**src/tpps_pkg.sv**
```systemverilog
// Package with register map, field layout, reset values and routing codes for the pin set-up block.
package tpps_pkg;

    ////////////////////////////////////////////////////////////////////////////////
    // Register byte addresses on the register bus.
    localparam logic [4:0] OFS_PORT_LATCH  = 5'h00;
    localparam logic [4:0] OFS_PORT_DIR    = 5'h04;
    localparam logic [4:0] OFS_STANDBY     = 5'h08;
    localparam logic [4:0] OFS_CLK_PIN_SEL = 5'h0c;
    localparam logic [4:0] OFS_AB_PIN_SEL  = 5'h10;
    localparam logic [4:0] OFS_CD_PIN_SEL  = 5'h14;
    localparam logic [4:0] OFS_IRQ_CTRL    = 5'h18;
    localparam logic [4:0] OFS_TRIG_CTRL   = 5'h1c;

    ////////////////////////////////////////////////////////////////////////////////
    // Field positions.
    localparam int STANDBY_BIT  = 5;
    localparam int CLK_SEL_LSB  = 4;
    localparam int A_SEL_LSB    = 0;
    localparam int B_SEL_LSB    = 4;
    localparam int C_SEL_LSB    = 0;
    localparam int D_SEL_LSB    = 4;
    localparam int IRQ_LVL_LSB  = 0;
    localparam int IRQ_FLAG_BIT = 3;
    localparam int PIN_B_IDX    = 2;
    localparam int PIN_C_IDX    = 3;
    localparam int PIN_D_IDX    = 4;

    ////////////////////////////////////////////////////////////////////////////////
    // Reset values.
    localparam logic [7:0] RST_PORT_LATCH = 8'h00;
    localparam logic [7:0] RST_PORT_DIR   = 8'h00;
    localparam logic [7:0] RST_STANDBY    = 8'h20;
    localparam logic [2:0] RST_SEL        = 3'h0;
    localparam logic [2:0] RST_IRQ_LVL    = 3'h0;
    localparam logic [3:0] RST_TRIG_EN    = 4'h0;

    ////////////////////////////////////////////////////////////////////////////////
    // Routing codes: which selector value puts which function on which port pin.
    localparam logic [2:0] SEL_NONE   = 3'h0;
    localparam logic [2:0] SEL_CLK_P0 = 3'h1;
    localparam logic [2:0] SEL_A_P1   = 3'h1;
    localparam logic [2:0] SEL_B_P2   = 3'h7;
    localparam logic [2:0] SEL_C_P3   = 3'h6;
    localparam logic [2:0] SEL_D_P4   = 3'h6;
    localparam logic [2:0] PIN_CLK    = 3'h0;
    localparam logic [2:0] PIN_A      = 3'h1;

    typedef enum logic [2:0] {
        FN_CLK = 3'h0,
        FN_A   = 3'h1,
        FN_B   = 3'h2,
        FN_C   = 3'h3,
        FN_D   = 3'h4
    } tpps_fn_e;

    // Returns {valid, pin index} for a function and its selector value.
    function automatic logic [3:0] tpps_route(input tpps_fn_e fn, input logic [2:0] sel);
        logic [3:0] r;
        r = 4'h0;
        case (fn)
            FN_CLK:  r = (sel == SEL_CLK_P0) ? {1'b1, PIN_CLK} : 4'h0;
            FN_A:    r = (sel == SEL_A_P1) ? {1'b1, PIN_A} : 4'h0;
            FN_B:    r = (sel == SEL_B_P2) ? {1'b1, 3'(PIN_B_IDX)} : 4'h0;
            FN_C:    r = (sel == SEL_C_P3) ? {1'b1, 3'(PIN_C_IDX)} : 4'h0;
            FN_D:    r = (sel == SEL_D_P4) ? {1'b1, 3'(PIN_D_IDX)} : 4'h0;
            default: r = 4'h0;
        endcase
        return r;
    endfunction

endpackage

```
**src/tpps_route.sv**
```systemverilog
// Pin router that places timer channels and inputs onto port pins by selector value.
`timescale 1ns/1ps
module tpps_route
    import tpps_pkg::*;
(
    // Selector fields.
    input  wire logic [2:0] clk_sel,
    input  wire logic [2:0] a_sel,
    input  wire logic [2:0] b_sel,
    input  wire logic [2:0] c_sel,
    input  wire logic [2:0] d_sel,
    // Timer channel outputs.
    input  wire logic       chan_b_out,
    input  wire logic       chan_c_out,
    input  wire logic       chan_d_out,
    // Synchronised pin levels.
    input  wire logic [7:0] pins_sync,
    // Routed results.
    output logic      [7:0] func_drive,
    output logic      [7:0] func_val,
    output logic            ext_clk_in,
    output logic            chan_a_in
);

    logic [3:0] rt_clk;
    logic [3:0] rt_a;
    logic [3:0] rt_b;
    logic [3:0] rt_c;
    logic [3:0] rt_d;

    assign rt_clk = tpps_route(FN_CLK, clk_sel);
    assign rt_a   = tpps_route(FN_A, a_sel);
    assign rt_b   = tpps_route(FN_B, b_sel);
    assign rt_c   = tpps_route(FN_C, c_sel);
    assign rt_d   = tpps_route(FN_D, d_sel);

    // A disconnected input reads low to the timer.
    assign ext_clk_in = rt_clk[3] & pins_sync[rt_clk[2:0]];
    assign chan_a_in  = rt_a[3] & pins_sync[rt_a[2:0]];

    genvar i;
    generate
        for (i = 0; i < 8; i++) begin : g_pin
            always_comb begin
                func_drive[i] = 1'b0;
                func_val[i]   = 1'b0;
                if (rt_b[3] && rt_b[2:0] == 3'(i)) begin
                    func_drive[i] = 1'b1;
                    func_val[i]   = chan_b_out;
                end else if (rt_c[3] && rt_c[2:0] == 3'(i)) begin
                    func_drive[i] = 1'b1;
                    func_val[i]   = chan_c_out;
                end else if (rt_d[3] && rt_d[2:0] == 3'(i)) begin
                    func_drive[i] = 1'b1;
                    func_val[i]   = chan_d_out;
                end
            end
        end
    endgenerate

endmodule // tpps_route

```
**src/tpps_top.sv**
```systemverilog
// Register file, pin drive and interrupt flag logic for the timer PWM pin set-up block.
`timescale 1ns/1ps
module tpps_top
    import tpps_pkg::*;
(
    // Clock and reset.
    input  wire logic        mclk,
    input  wire logic        srst,
    // Register bus slave.
    input  wire logic [4:0]  avs_address,
    input  wire logic        avs_read,
    input  wire logic        avs_write,
    input  wire logic [31:0] avs_writedata,
    output logic      [31:0] avs_readdata,
    output logic             avs_waitrequest,
    // Port pins.
    input  wire logic [7:0]  port_pin_in,
    output logic      [7:0]  port_pin_out,
    output logic      [7:0]  port_pin_oe,
    // Timer unit side.
    input  wire logic        channel_b_pin,
    input  wire logic        channel_c_pin,
    input  wire logic        channel_d_pin,
    input  wire logic        timer_irq_event,
    input  wire logic        irq_ack,
    input  wire logic [3:0]  compare_match,
    output logic             timer_active,
    output logic             timer_ext_clock_input,
    output logic             timer_trigger_input,
    output logic             irq_request,
    output logic      [2:0]  irq_level,
    output logic             converter_trigger
);

    ////////////////////////////////////////////////////////////////////////////////
    // Registers.

    logic [7:0]  latch_r;
    logic [7:0]  dir_r;
    logic        standby_r;
    logic [2:0]  clk_sel_r;
    logic [2:0]  a_sel_r;
    logic [2:0]  b_sel_r;
    logic [2:0]  c_sel_r;
    logic [2:0]  d_sel_r;
    logic [2:0]  irq_lvl_r;
    logic        irq_pending_flag_r;
    logic [3:0]  trig_en_r;
    logic        ack_r;
    logic [31:0] rdata_r;
    logic [7:0]  pin_meta_r;
    logic [7:0]  pin_sync_r;
    logic [7:0]  pin_out_r;
    logic [7:0]  pin_oe_r;
    logic        ext_clk_r;
    logic        trig_in_r;
    logic        conv_trig_r;
    logic        wr_go;
    logic        req;
    logic [7:0]  wbyte;
    logic [7:0]  func_drive;
    logic [7:0]  func_val;
    logic        ext_clk_in;
    logic        chan_a_in;
    logic [7:0]  rd_nxt;

    ////////////////////////////////////////////////////////////////////////////////
    // Bus handshake: every access stalls one cycle, then completes.

    assign req             = avs_read | avs_write;
    assign avs_waitrequest = req & ~ack_r;
    assign wr_go           = avs_write & ack_r;
    assign wbyte           = avs_writedata[7:0];
    assign avs_readdata    = rdata_r;

    always_ff @(posedge mclk) begin
        if (srst) begin
            ack_r <= 1'b0;
        end else begin
            ack_r <= req & ~ack_r;
        end
    end

    always_comb begin
        case (avs_address)
            OFS_PORT_LATCH:  rd_nxt = latch_r;
            OFS_PORT_DIR:    rd_nxt = dir_r;
            OFS_STANDBY:     rd_nxt = 8'(standby_r) << STANDBY_BIT;
            OFS_CLK_PIN_SEL: rd_nxt = 8'(clk_sel_r) << CLK_SEL_LSB;
            OFS_AB_PIN_SEL:  rd_nxt = (8'(b_sel_r) << B_SEL_LSB) | (8'(a_sel_r) << A_SEL_LSB);
            OFS_CD_PIN_SEL:  rd_nxt = (8'(d_sel_r) << D_SEL_LSB) | (8'(c_sel_r) << C_SEL_LSB);
            OFS_IRQ_CTRL:    rd_nxt = (8'(irq_pending_flag_r) << IRQ_FLAG_BIT)
                                      | (8'(irq_lvl_r) << IRQ_LVL_LSB);
            OFS_TRIG_CTRL:   rd_nxt = {4'h0, trig_en_r};
            default:         rd_nxt = 8'h00;
        endcase
    end

    // Read data are captured in the stall cycle and stand at the completing edge.
    always_ff @(posedge mclk) begin
        if (srst) begin
            rdata_r <= 32'h0000_0000;
        end else if (avs_read && !ack_r) begin
            rdata_r <= {24'h00_0000, rd_nxt};
        end
    end

    ////////////////////////////////////////////////////////////////////////////////
    // Port latch and direction.

    always_ff @(posedge mclk) begin
        if (srst) begin
            latch_r <= RST_PORT_LATCH;
        end else if (wr_go && avs_address == OFS_PORT_LATCH) begin
            latch_r <= wbyte;
        end
    end

    always_ff @(posedge mclk) begin
        if (srst) begin
            dir_r <= RST_PORT_DIR;
        end else if (wr_go && avs_address == OFS_PORT_DIR) begin
            dir_r <= wbyte;
        end
    end

    ////////////////////////////////////////////////////////////////////////////////
    // Standby, selectors, interrupt level and trigger enables.

    always_ff @(posedge mclk) begin
        if (srst) begin
            standby_r <= RST_STANDBY[STANDBY_BIT];
        end else if (wr_go && avs_address == OFS_STANDBY) begin
            standby_r <= wbyte[STANDBY_BIT];
        end
    end

    assign timer_active = ~standby_r;

    always_ff @(posedge mclk) begin
        if (srst) begin
            clk_sel_r <= RST_SEL;
            a_sel_r   <= RST_SEL;
            b_sel_r   <= RST_SEL;
            c_sel_r   <= RST_SEL;
            d_sel_r   <= RST_SEL;
        end else if (wr_go) begin
            if (avs_address == OFS_CLK_PIN_SEL) begin
                clk_sel_r <= wbyte[CLK_SEL_LSB +: 3];
            end
            if (avs_address == OFS_AB_PIN_SEL) begin
                a_sel_r <= wbyte[A_SEL_LSB +: 3];
                b_sel_r <= wbyte[B_SEL_LSB +: 3];
            end
            if (avs_address == OFS_CD_PIN_SEL) begin
                c_sel_r <= wbyte[C_SEL_LSB +: 3];
                d_sel_r <= wbyte[D_SEL_LSB +: 3];
            end
        end
    end

    always_ff @(posedge mclk) begin
        if (srst) begin
            irq_lvl_r <= RST_IRQ_LVL;
        end else if (wr_go && avs_address == OFS_IRQ_CTRL) begin
            irq_lvl_r <= wbyte[IRQ_LVL_LSB +: 3];
        end
    end

    always_ff @(posedge mclk) begin
        if (srst) begin
            trig_en_r <= RST_TRIG_EN;
        end else if (wr_go && avs_address == OFS_TRIG_CTRL) begin
            trig_en_r <= wbyte[3:0];
        end
    end

    ////////////////////////////////////////////////////////////////////////////////
    // Interrupt request flag: set by the timer, cleared by acknowledge; set wins.

    always_ff @(posedge mclk) begin
        if (srst) begin
            irq_pending_flag_r <= 1'b0;
        end else if (timer_irq_event && timer_active) begin
            irq_pending_flag_r <= 1'b1;
        end else if (irq_ack) begin
            irq_pending_flag_r <= 1'b0;
        end
    end

    assign irq_request = irq_pending_flag_r & (irq_lvl_r != 3'h0);
    assign irq_level   = irq_lvl_r;

    ////////////////////////////////////////////////////////////////////////////////
    // Converter trigger, gated per compare register.

    always_ff @(posedge mclk) begin
        if (srst) begin
            conv_trig_r <= 1'b0;
        end else begin
            conv_trig_r <= timer_active & |(compare_match & trig_en_r);
        end
    end

    assign converter_trigger = conv_trig_r;

    ////////////////////////////////////////////////////////////////////////////////
    // Pin synchroniser, routing and output drive.

    always_ff @(posedge mclk) begin
        if (srst) begin
            pin_meta_r <= 8'h00;
            pin_sync_r <= 8'h00;
        end else begin
            pin_meta_r <= port_pin_in;
            pin_sync_r <= pin_meta_r;
        end
    end

    tpps_route u_route (
        .clk_sel    (clk_sel_r),
        .a_sel      (a_sel_r),
        .b_sel      (b_sel_r),
        .c_sel      (c_sel_r),
        .d_sel      (d_sel_r),
        .chan_b_out (channel_b_pin),
        .chan_c_out (channel_c_pin),
        .chan_d_out (channel_d_pin),
        .pins_sync  (pin_sync_r),
        .func_drive (func_drive),
        .func_val   (func_val),
        .ext_clk_in (ext_clk_in),
        .chan_a_in  (chan_a_in)
    );

    // A routed channel takes the pin only while the timer is active; else the latch drives.
    always_ff @(posedge mclk) begin
        if (srst) begin
            pin_out_r <= 8'h00;
            pin_oe_r  <= 8'h00;
        end else begin
            pin_out_r <= (func_drive & {8{timer_active}} & func_val)
                         | (~(func_drive & {8{timer_active}}) & latch_r);
            pin_oe_r  <= dir_r;
        end
    end

    always_ff @(posedge mclk) begin
        if (srst) begin
            ext_clk_r <= 1'b0;
            trig_in_r <= 1'b0;
        end else begin
            ext_clk_r <= ext_clk_in;
            trig_in_r <= chan_a_in;
        end
    end

    assign port_pin_out          = pin_out_r;
    assign port_pin_oe           = pin_oe_r;
    assign timer_ext_clock_input = ext_clk_r;
    assign timer_trigger_input   = trig_in_r;

    ////////////////////////////////////////////////////////////////////////////////
    // Checks.

    dir_to_oe_a : assert property (@(posedge mclk) disable iff (srst)
        (wr_go && avs_address == OFS_PORT_DIR) |-> ##2 (port_pin_oe == $past(wbyte, 2)))
        else $error("direction write did not reach output enables");

    standby_gate_a : assert property (@(posedge mclk) disable iff (srst)
        (wr_go && avs_address == OFS_STANDBY) |=> (timer_active == !$past(wbyte[STANDBY_BIT])))
        else $error("standby bit did not set timer activity");

    clk_none_a : assert property (@(posedge mclk) disable iff (srst)
        ($past(clk_sel_r) == SEL_NONE) |-> !timer_ext_clock_input)
        else $error("external clock input connected while unselected");

    trig_none_a : assert property (@(posedge mclk) disable iff (srst)
        ($past(a_sel_r) == SEL_NONE) |-> !timer_trigger_input)
        else $error("channel A input connected while unselected");

    chan_b_route_a : assert property (@(posedge mclk) disable iff (srst)
        (b_sel_r == SEL_B_P2 && timer_active) |=> (port_pin_out[PIN_B_IDX] == $past(channel_b_pin)))
        else $error("channel B not on pin 5.2");

    chan_c_route_a : assert property (@(posedge mclk) disable iff (srst)
        (c_sel_r == SEL_C_P3 && timer_active) |=> (port_pin_out[PIN_C_IDX] == $past(channel_c_pin)))
        else $error("channel C not on pin 5.3");

    chan_d_route_a : assert property (@(posedge mclk) disable iff (srst)
        (d_sel_r == SEL_D_P4 && timer_active) |=> (port_pin_out[PIN_D_IDX] == $past(channel_d_pin)))
        else $error("channel D not on pin 5.4");

    irq_level_off_a : assert property (@(posedge mclk) disable iff (srst)
        (irq_lvl_r == 3'h0) |-> !irq_request)
        else $error("interrupt raised at level zero");

    irq_flag_set_a : assert property (@(posedge mclk) disable iff (srst)
        (timer_irq_event && timer_active) |=> irq_pending_flag_r)
        else $error("pending flag missed an event");

    trig_mask_a : assert property (@(posedge mclk) disable iff (srst)
        ((compare_match & trig_en_r) == 4'h0) |=> !converter_trigger)
        else $error("converter trigger not suppressed");

    unmapped_zero_a : assert property (@(posedge mclk) disable iff (srst)
        (avs_read && !ack_r && avs_address[1:0] != 2'h0) |=> (avs_readdata == 32'h0))
        else $error("unmapped read not zero");

    irq_flag_clear_a : assert property (@(posedge mclk) disable iff (srst)
        (irq_ack && !(timer_irq_event && timer_active)) |=> !irq_pending_flag_r)
        else $error("pending flag not cleared by acknowledge");

    irq_flag_ro_a : assert property (@(posedge mclk) disable iff (srst)
        (wr_go && avs_address == OFS_IRQ_CTRL && !timer_irq_event && !irq_ack)
        |=> (irq_pending_flag_r == $past(irq_pending_flag_r)))
        else $error("pending flag changed by a register write");

    sel_write_a : assert property (@(posedge mclk) disable iff (srst)
        (wr_go && avs_address == OFS_AB_PIN_SEL)
        |=> (b_sel_r == $past(wbyte[6:4]) && a_sel_r == $past(wbyte[2:0])))
        else $error("selector write did not land at the next edge");

    trig_pass_a : assert property (@(posedge mclk) disable iff (srst)
        (timer_active && (compare_match & trig_en_r) != 4'h0) |=> converter_trigger)
        else $error("enabled converter trigger lost");

    cover_pin_b_c : cover property (@(posedge mclk) disable iff (srst)
        b_sel_r == SEL_B_P2 && pin_oe_r[PIN_B_IDX] && timer_active);
    cover_irq_c : cover property (@(posedge mclk) disable iff (srst)
        irq_request ##1 irq_ack);
    cover_trig_c : cover property (@(posedge mclk) disable iff (srst)
        converter_trigger);
    cover_route_cd_c : cover property (@(posedge mclk) disable iff (srst)
        c_sel_r == SEL_C_P3 && d_sel_r == SEL_D_P4 && timer_active);

endmodule // tpps_top

```
**config.mk**
```make
export PLATFORM = sky130hd
export DESIGN_NAME = tpps_top
export DESIGN_NICKNAME = d
export VERILOG_FILES = /design/src/tpps_pkg.sv /design/src/tpps_route.sv /design/src/tpps_top.sv
export SDC_FILE = /design/constraint.sdc
export NUM_CORES = 1
export LEC_CHECK = 0
export BUFFER_PORTS_ARGS = -buffer_cell sky130_fd_sc_hd__buf_2
export CAP_MARGIN = 20
export CORE_ASPECT_RATIO = 0.8
export CORE_MARGIN = 8
export CORE_UTILIZATION = 35
export CTS_CLUSTER_DIAMETER = 120
export DETAILED_ROUTE_END_ITERATION = 6
export PLACE_DENSITY = 0.58
export SKIP_LAST_GASP = 1
export SLEW_MARGIN = 30
export SYNTH_ARGS = -nofsm -noshare
export SYNTH_HDL_FRONTEND = slang
export SYNTH_SLANG_ARGS = --single-unit
```
**constraint.sdc**
```tcl
create_clock -name mclk -period 3.3 [get_ports mclk]
set_input_delay 0.33 -clock mclk [delete_from_list [all_inputs] [get_ports mclk]]
set_output_delay 0.33 -clock mclk [all_outputs]
set_load 0.01 [all_outputs]
```
# [Yosys cells after proc, flatten, opt, wreduce, memory -nomap -nowiden]
# Index checks and enable logic that the tools add are counted.
[totals] register_bits=84 latchBits=0 ram_bits=0 rom_bits=0 input_bits=58 out_inout_bits=57 elab_cells=175 mem_count=0
[op_classes] n_addsub=0 n_mul=0 n_div=0 n_lt_le_gt_ge=2 eq_ne=33 shift=0 muxes=60 bitwise=18 n_reduce_logical=42
[op_table] op="$pmux 8 s8" count=1
[op_table] op="$mux 1" count=52
[op_table] op="$eq 3x3->1 const B" count=15
[op_table] op="$logic_and 1x1->1" count=31
[op_table] op="$and 8x8->8" count=3
[op_table] op="$eq 5x5->1 const B" count=4
[op_table] op="$mux 4" count=5
[op_table] op="$eq 3x2->1 const B" count=6
[op_table] op="$eq 3x1->1 const B" count=5
[op_table] op="$or 7x3->7" count=2
[op_table] op="$eq 5x4->1 const B" count=2
[op_table] op="$logic_not 3->1" count=3
[op_table] op="$lt 3x4->1 const B" count=2
[op_table] op="$not 8->8" count=1
[op_table] op="$or 8x8->8" count=1
[op_table] op="$and 1x1->1" count=6
[op_table] op="$bmux 1 s3" count=2
[op_table] op="$reduce_and 2->1" count=3
[op_table] op="$eq 5x3->1 const B" count=1
[op_table] op="$logic_not 5->1" count=1
[op_table] op="$and 4x4->4" count=1
[op_table] op="$or 4x3->4" count=1
[op_table] op="$reduce_or 4->1" count=1
[op_table] op="$reduce_bool 3->1" count=1
[op_table] op="4 further kinds" count=5

# [Depth between registers and ports, before layout]
[depth] word_depth=11 mapped_depth=6

# [Hierarchy]
# Synthesis repeated with hierarchy kept, for this count alone.
[unflattened] hier_cells=359 area_unflattened_um2=3602.2
[by_module_without_submodules] mod="tpps_top" n_inst=1 cells_each=340 area_per_inst_um2=3445.8 seq_area_each_um2=1681.6
[by_module_without_submodules] mod="tpps_route" n_inst=1 cells_each=19 area_per_inst_um2=156.4 seq_area_each_um2=0.0

# [Worst setup path after synthesis]
# OpenSTA, ideal clock, no wires.
[synth_timing] path_kind="input to register" from="in avs_address[2]" to="reg a_sel_r[0]" setup_ps=128 arrival_ps=1374 setup_slack_ps=1799 stages=5 path_buffers=1 path_cell_list="buf_6 > and2b_1 > nor3b_2 > mux2i_1 > nor2_1"
[synth_via] elab_chain_len=2
[synth_rtl] element="start: declaration" line_no="tpps_top.sv:10" text="input wire logic [4:0] avs_address,"
[synth_rtl] element="$eq 5x5->1" line_no="tpps_top.sv:151" text="if (avs_address == OFS_AB_PIN_SEL) begin"
[synth_rtl] element="$reduce_and 2->1 (no source line)"
[synth_rtl] element="end signal: assignment" line_no="tpps_top.sv:152" text="a_sel_r <= wbyte[A_SEL_LSB +: 3];"
[synth_rtl] element="end: declaration" line_no="tpps_top.sv:42" text="logic [2:0] a_sel_r;"
# Every way passes these cells.
# A chain may end at the register's enable or synchronous reset.

# [Worst setup path after layout]
[layout_timing] from="reg ack_r" to="reg latch_r[5]"
[layout_via] elab_chain_len=2
[layout_rtl] element="start: declaration" line_no="tpps_top.sv:49" text="logic ack_r;"
[layout_rtl] element="start signal: assignment" line_no="tpps_top.sv:80" text="ack_r <= req & ~ack_r;"
[layout_rtl] element="$and 1x1->1" line_no="tpps_top.sv:72" text="assign wr_go = avs_write & ack_r;"
[layout_rtl] element="$logic_and 1x1->1" line_no="tpps_top.sv:114" text="end else if (wr_go && avs_address == OFS_PORT_LATCH) begin"
[layout_rtl] element="end signal: assignment" line_no="tpps_top.sv:115" text="latch_r <= wbyte;"
[layout_rtl] element="end: declaration" line_no="tpps_top.sv:38" text="logic [7:0] latch_r;"
# Every way passes these cells.

==> run summary <==
For this run, the top clock speed supported by timing is 550 MHz. In the routed design, unresolved DRC markers number 0. The count of final setup violators was 0. 115 I/O pins were placed. By instance count, the leading cell after synthesis is dfxtp_1. For the initial antenna violation count, the log shows 0. The combinational family with the most area after synthesis was multiplexers. The tool flagged a number of max-cap violations equal to 0. The share of synthesized area spent on multiplexers works out to 20.2%. The final number of max-transition violations was 0. Summing the areas of all compound-gate instances in the mapped netlist gives 4.54% of the synthesized area. The internal power was 1300 µW; the fraction of registers with async set/reset was 0%. The clock drives 72 sinks. Along the worst path, the maximum fanout reaches 8.

After synthesis, flip-flops and latches occupy 47.1% of the total area. Per report_power, the clock group accounts for 41.7% of the total. The first detailed-routing pass took 4 iterations.

TritonCTS built the clock tree. Among all flip-flop cells after synthesis, the most frequent one is dfxtp_1. In this run the register-to-register setup slack is 1.48 ns.

The H-tree was split into 3 levels. CTS placed an instance of clkbuf_8 at the clock tree root. Counting instances in the post-synthesis netlist gives the leading cell types as dfxtp_1, nor2_1, mux2i_1, buf_4, nor2b_1. The run gives 0.777 as the weighted congestion reported at the end of routability-driven placement. The number of cells upsized or downsized after cts came out at 0. The filler cells instantiated in the layout total 887. The worst setup path is launched from a register.

In this run the power spent charging and discharging nets is 373 µW. The count of nets left with antenna violations once routing finished came out at 0. Slowest library cell on the worst path: nor4_4.

Buffers inserted to repair hold after CTS numbered 0. The area of the core is 0.00848 mm², and the power per cell area is 468 mW/mm². Synthesis produced a netlist whose cell count is 294.

0 antenna diodes ended up in the layout. In this run the critical register-to-register path is launched from ack_r. The run gives 0.34 ns as the clock network latency to the later pin of the worst-skew pair. The die covers 0.0120 mm². The worst-margin pin slew works out to 0.910 ns.

The number of storage elements in the synthesis netlist was 72; the distinct cell type count of the synthesized netlist was 41. The required time of the critical path came out at 3.52 ns. The critical path goes through nand4bb_4, nor4_4, mux2i_1, nor2_1. The area share of the leading cell type in the synthesized netlist is 47.1%.

Of all cell types, the one taking the most synthesized area is dfxtp_1. The delay of the slowest critical-path stage came out at 0.73 ns. Setup repair after global routing left no endpoint under its margin. The switching fraction of total power was 22.3%; the number of synthesized flops with an enable pin was 0. Summing internal, switching and leakage power gives 1670 µW. The routed layout has 2195 vias.

The path class of the tightest hold or removal check is primary input to register. The number of cell instances on the worst register-to-register path is 4. Once the floorplan was initialized, standard cells occupied 36.1% of the core.

In the final routed layout, each cell accounts on average for 15.3 µm. For the number of buffers created by CTS, the log shows 9. The logs give 2235 for the via count of the first global-routing pass and 411 for the net count of the finished layout. The logs give 0.178 mV for the worst IR drop on VDD and 0 for the Yosys warning count. The tools report the standby leakage power as 0.00153 µW. Detailed placement ended at an HPWL of 5.34 mm. After clock tree synthesis, the setup repair step added 0 buffers. End point of the critical path: latch_r[5].

The first-pass GRT wire length was 11.5 mm. In this run the tightest slew margin relative to its limit is 38.8%. Subtracting the final worst setup slack from the clock period gives 1.82 ns.

The endpoint identified for the worst register-to-register timing path is latch_r[5]. The critical path runs through a total of 4 cells. The final worst-path cycle share was 55.1%. Of the cells placed in the final design, the portion with a size suffix greater than 1 is 25.7%. In this run the horizontal extent of the chip is 121 µm. The parity-gate share of the synthesized area counting xor and xnor cells works out to 0%.

Clock skew on the completed layout was measured at 0.00733 ns. The tools report the capturing element type of the critical path as a register. The height of the die was 99.6 µm; the CTS clock-pin slew for the worst setup and hold paths was 0.07 ns.

The critical path contains buffers and inverters numbering 0 combined. The flow ran to the end, and the final reports show no timing, DRC or antenna violations. The tools report the data arrival at the endpoint of the critical path as 2.04 ns. Cell type group with the largest total delay on the critical path: simple AND/OR/NAND/NOR gates. For the final routed database, the setup TNS stands at 0 ns. After the first detailed-routing iteration, the DRC count stood at 132.

After detailed routing, the number of vias per cell comes to 4.67. Sequential cells account for 52.5% of the total power. The post-synthesis share of cell area spent on and, or, nand and nor gates was 19.5%.

The critical path is of the register to register type. In this run the cell area of the synthesized design comes to 0.00306 mm². The wire length after detailed routing is 7.17 mm. The layout overhead on the synthesized area was 16.5%. No sink is reached through more buffers than the 2 on the longest clock path. The overall routing resource usage is 12.3%, and the post-synthesis area per instance is 10.4 µm².

The total overflow left after global routing is 0. Entering global routing, the biggest net connects 34 pins. The tools report the power share of the combinational group as 5.8%. The source of the critical timing path is ack_r. The count of endpoints failing hold in the final timing report was 0; the count of input and output buffers was 60. The adder-cell share of the synthesized area was 0%. Sorting the synthesized cells by area gives the leading types as dfxtp_1, mux2i_1, buf_4, nor2_1, nor2b_1. The run gives 30 as the row count.
[per-layer routing]
| metal | part of all wire [%] | vias up | GRT usage [%] |
|---|---|---|---|
| li1 | - | 1096 | - |
| met1 | 47 | 1023 | 15.9 |
| met2 | 44 | 65 | 17.8 |
| met3 | 8.2 | 11 | 5.66 |
| met4 | 1.2 | 0 | 4.02 |
| met5 | 0 | - | 0 |
[final cells by class]
cell class / instances / area (µm²) / share of cell area, %
Clock buffer: 14 / 163 / 4.56
Clock inverter: 2 / 37.5 / 1.05
Inverter: 2 / 7.51 / 0.211
Multi-Input combinational cell: 204 / 1440 / 40.5
Sequential cell: 72 / 1440 / 40.4
Tap cell: 112 / 140 / 3.93
Timing Repair Buffer: 64 / 330 / 9.27
[through the flow]
stage / hold slack [ns] / instance area (µm²) / std cells / setup WS, ns / utilization (%)
global route: 0.205 / 3560 / 470 / 1.31 / 42.0
floorplan: 0.414 / 3150 / 317 / 1.80 / -
global placement: 0.421 / 3360 / 454 / 1.26 / 39.6
CTS: 0.183 / 3560 / 470 / 1.49 / 42.0
finish: 0.196 / 3560 / 470 / 1.48 / 42.0
detailed placement: 0.431 / 3360 / 454 / 1.28 / 39.6
[cell usage in the layout, fill, tap and decap left out, types with 2 or more instances in the layout]
| master | Yosys | final |
|---|---|---|
| a21oi_1 | 4 | 4 |
| a221oi_1 | 2 | 2 |
| a22oi_1 | 4 | 4 |
| and4b_1 | 2 | 2 |
| buf_2 | 4 | 60 |
| buf_4 | 25 | 4 |
| clkbuf_1 | 7 | 3 |
| clkbuf_8 | 0 | 11 |
| conb_1 | 1 | 24 |
| dfxtp_1 | 72 | 72 |
| inv_1 | 2 | 2 |
| mux2_2 | 5 | 5 |
| mux2i_1 | 45 | 45 |
| mux4_2 | 5 | 5 |
| nand2_1 | 4 | 4 |
| nand2b_1 | 3 | 3 |
| nand3_1 | 3 | 3 |
| nand3b_1 | 3 | 3 |
| nand4_1 | 2 | 2 |
| nor2_1 | 50 | 50 |
| nor2b_1 | 20 | 20 |
| nor3_1 | 6 | 6 |
| nor4bb_1 | 2 | 2 |
| o21ai_0 | 4 | 4 |
[kinds of logic (layout without fill, tap and decap cells)]
family | Yosys count | after routing
AND/OR/NAND/NOR | 105 | 105
other | 1 | 24
flip-flops | 72 | 72
buffers and inverters | 41 | 82
multiplexers | 55 | 55
AO/OA/AOI/OAI | 20 | 20
[flip-flops by register name (all words and copies together), names as in the netlist, 2 cells and up]
register,cells
port_pin_oe,8
avs_readdata,8
clk_sel_r,3
pin_meta_r,2
trig_en_r,4
dir_r,8
a_sel_r,3
c_sel_r,3
port_pin_out,8
d_sel_r,3
pin_sync_r,2
irq_level,3
b_sel_r,3
latch_r,8
[worst min path at each step]
stage                     cells past startpoint            end      startpoint  slack (ns)
after floorplan                               1  pin_sync_r[0]   pin_meta_r[0]        0.41
after global placement                        1  pin_sync_r[0]   pin_meta_r[0]        0.42
after detailed placement                      1  pin_sync_r[1]   pin_meta_r[1]        0.43
after CTS                                     2  pin_meta_r[0]  port_pin_in[0]        0.18
after global routing                          2  pin_meta_r[1]  port_pin_in[1]        0.20
final                                         2  pin_meta_r[0]  port_pin_in[0]        0.20
[power by group through the flow]
stage	registers (µW)	logic [µW]	clock network, µW
2_1_floorplan	896	82.1	0
3_5_place_dp	896	96.3	0
6_report	876	97.2	695
5_1_grt	876	108	761
3_3_place_gp	896	95.6	0
4_1_cts	876	96.5	719
No activity file was read; power rests on OpenSTA's default activity.
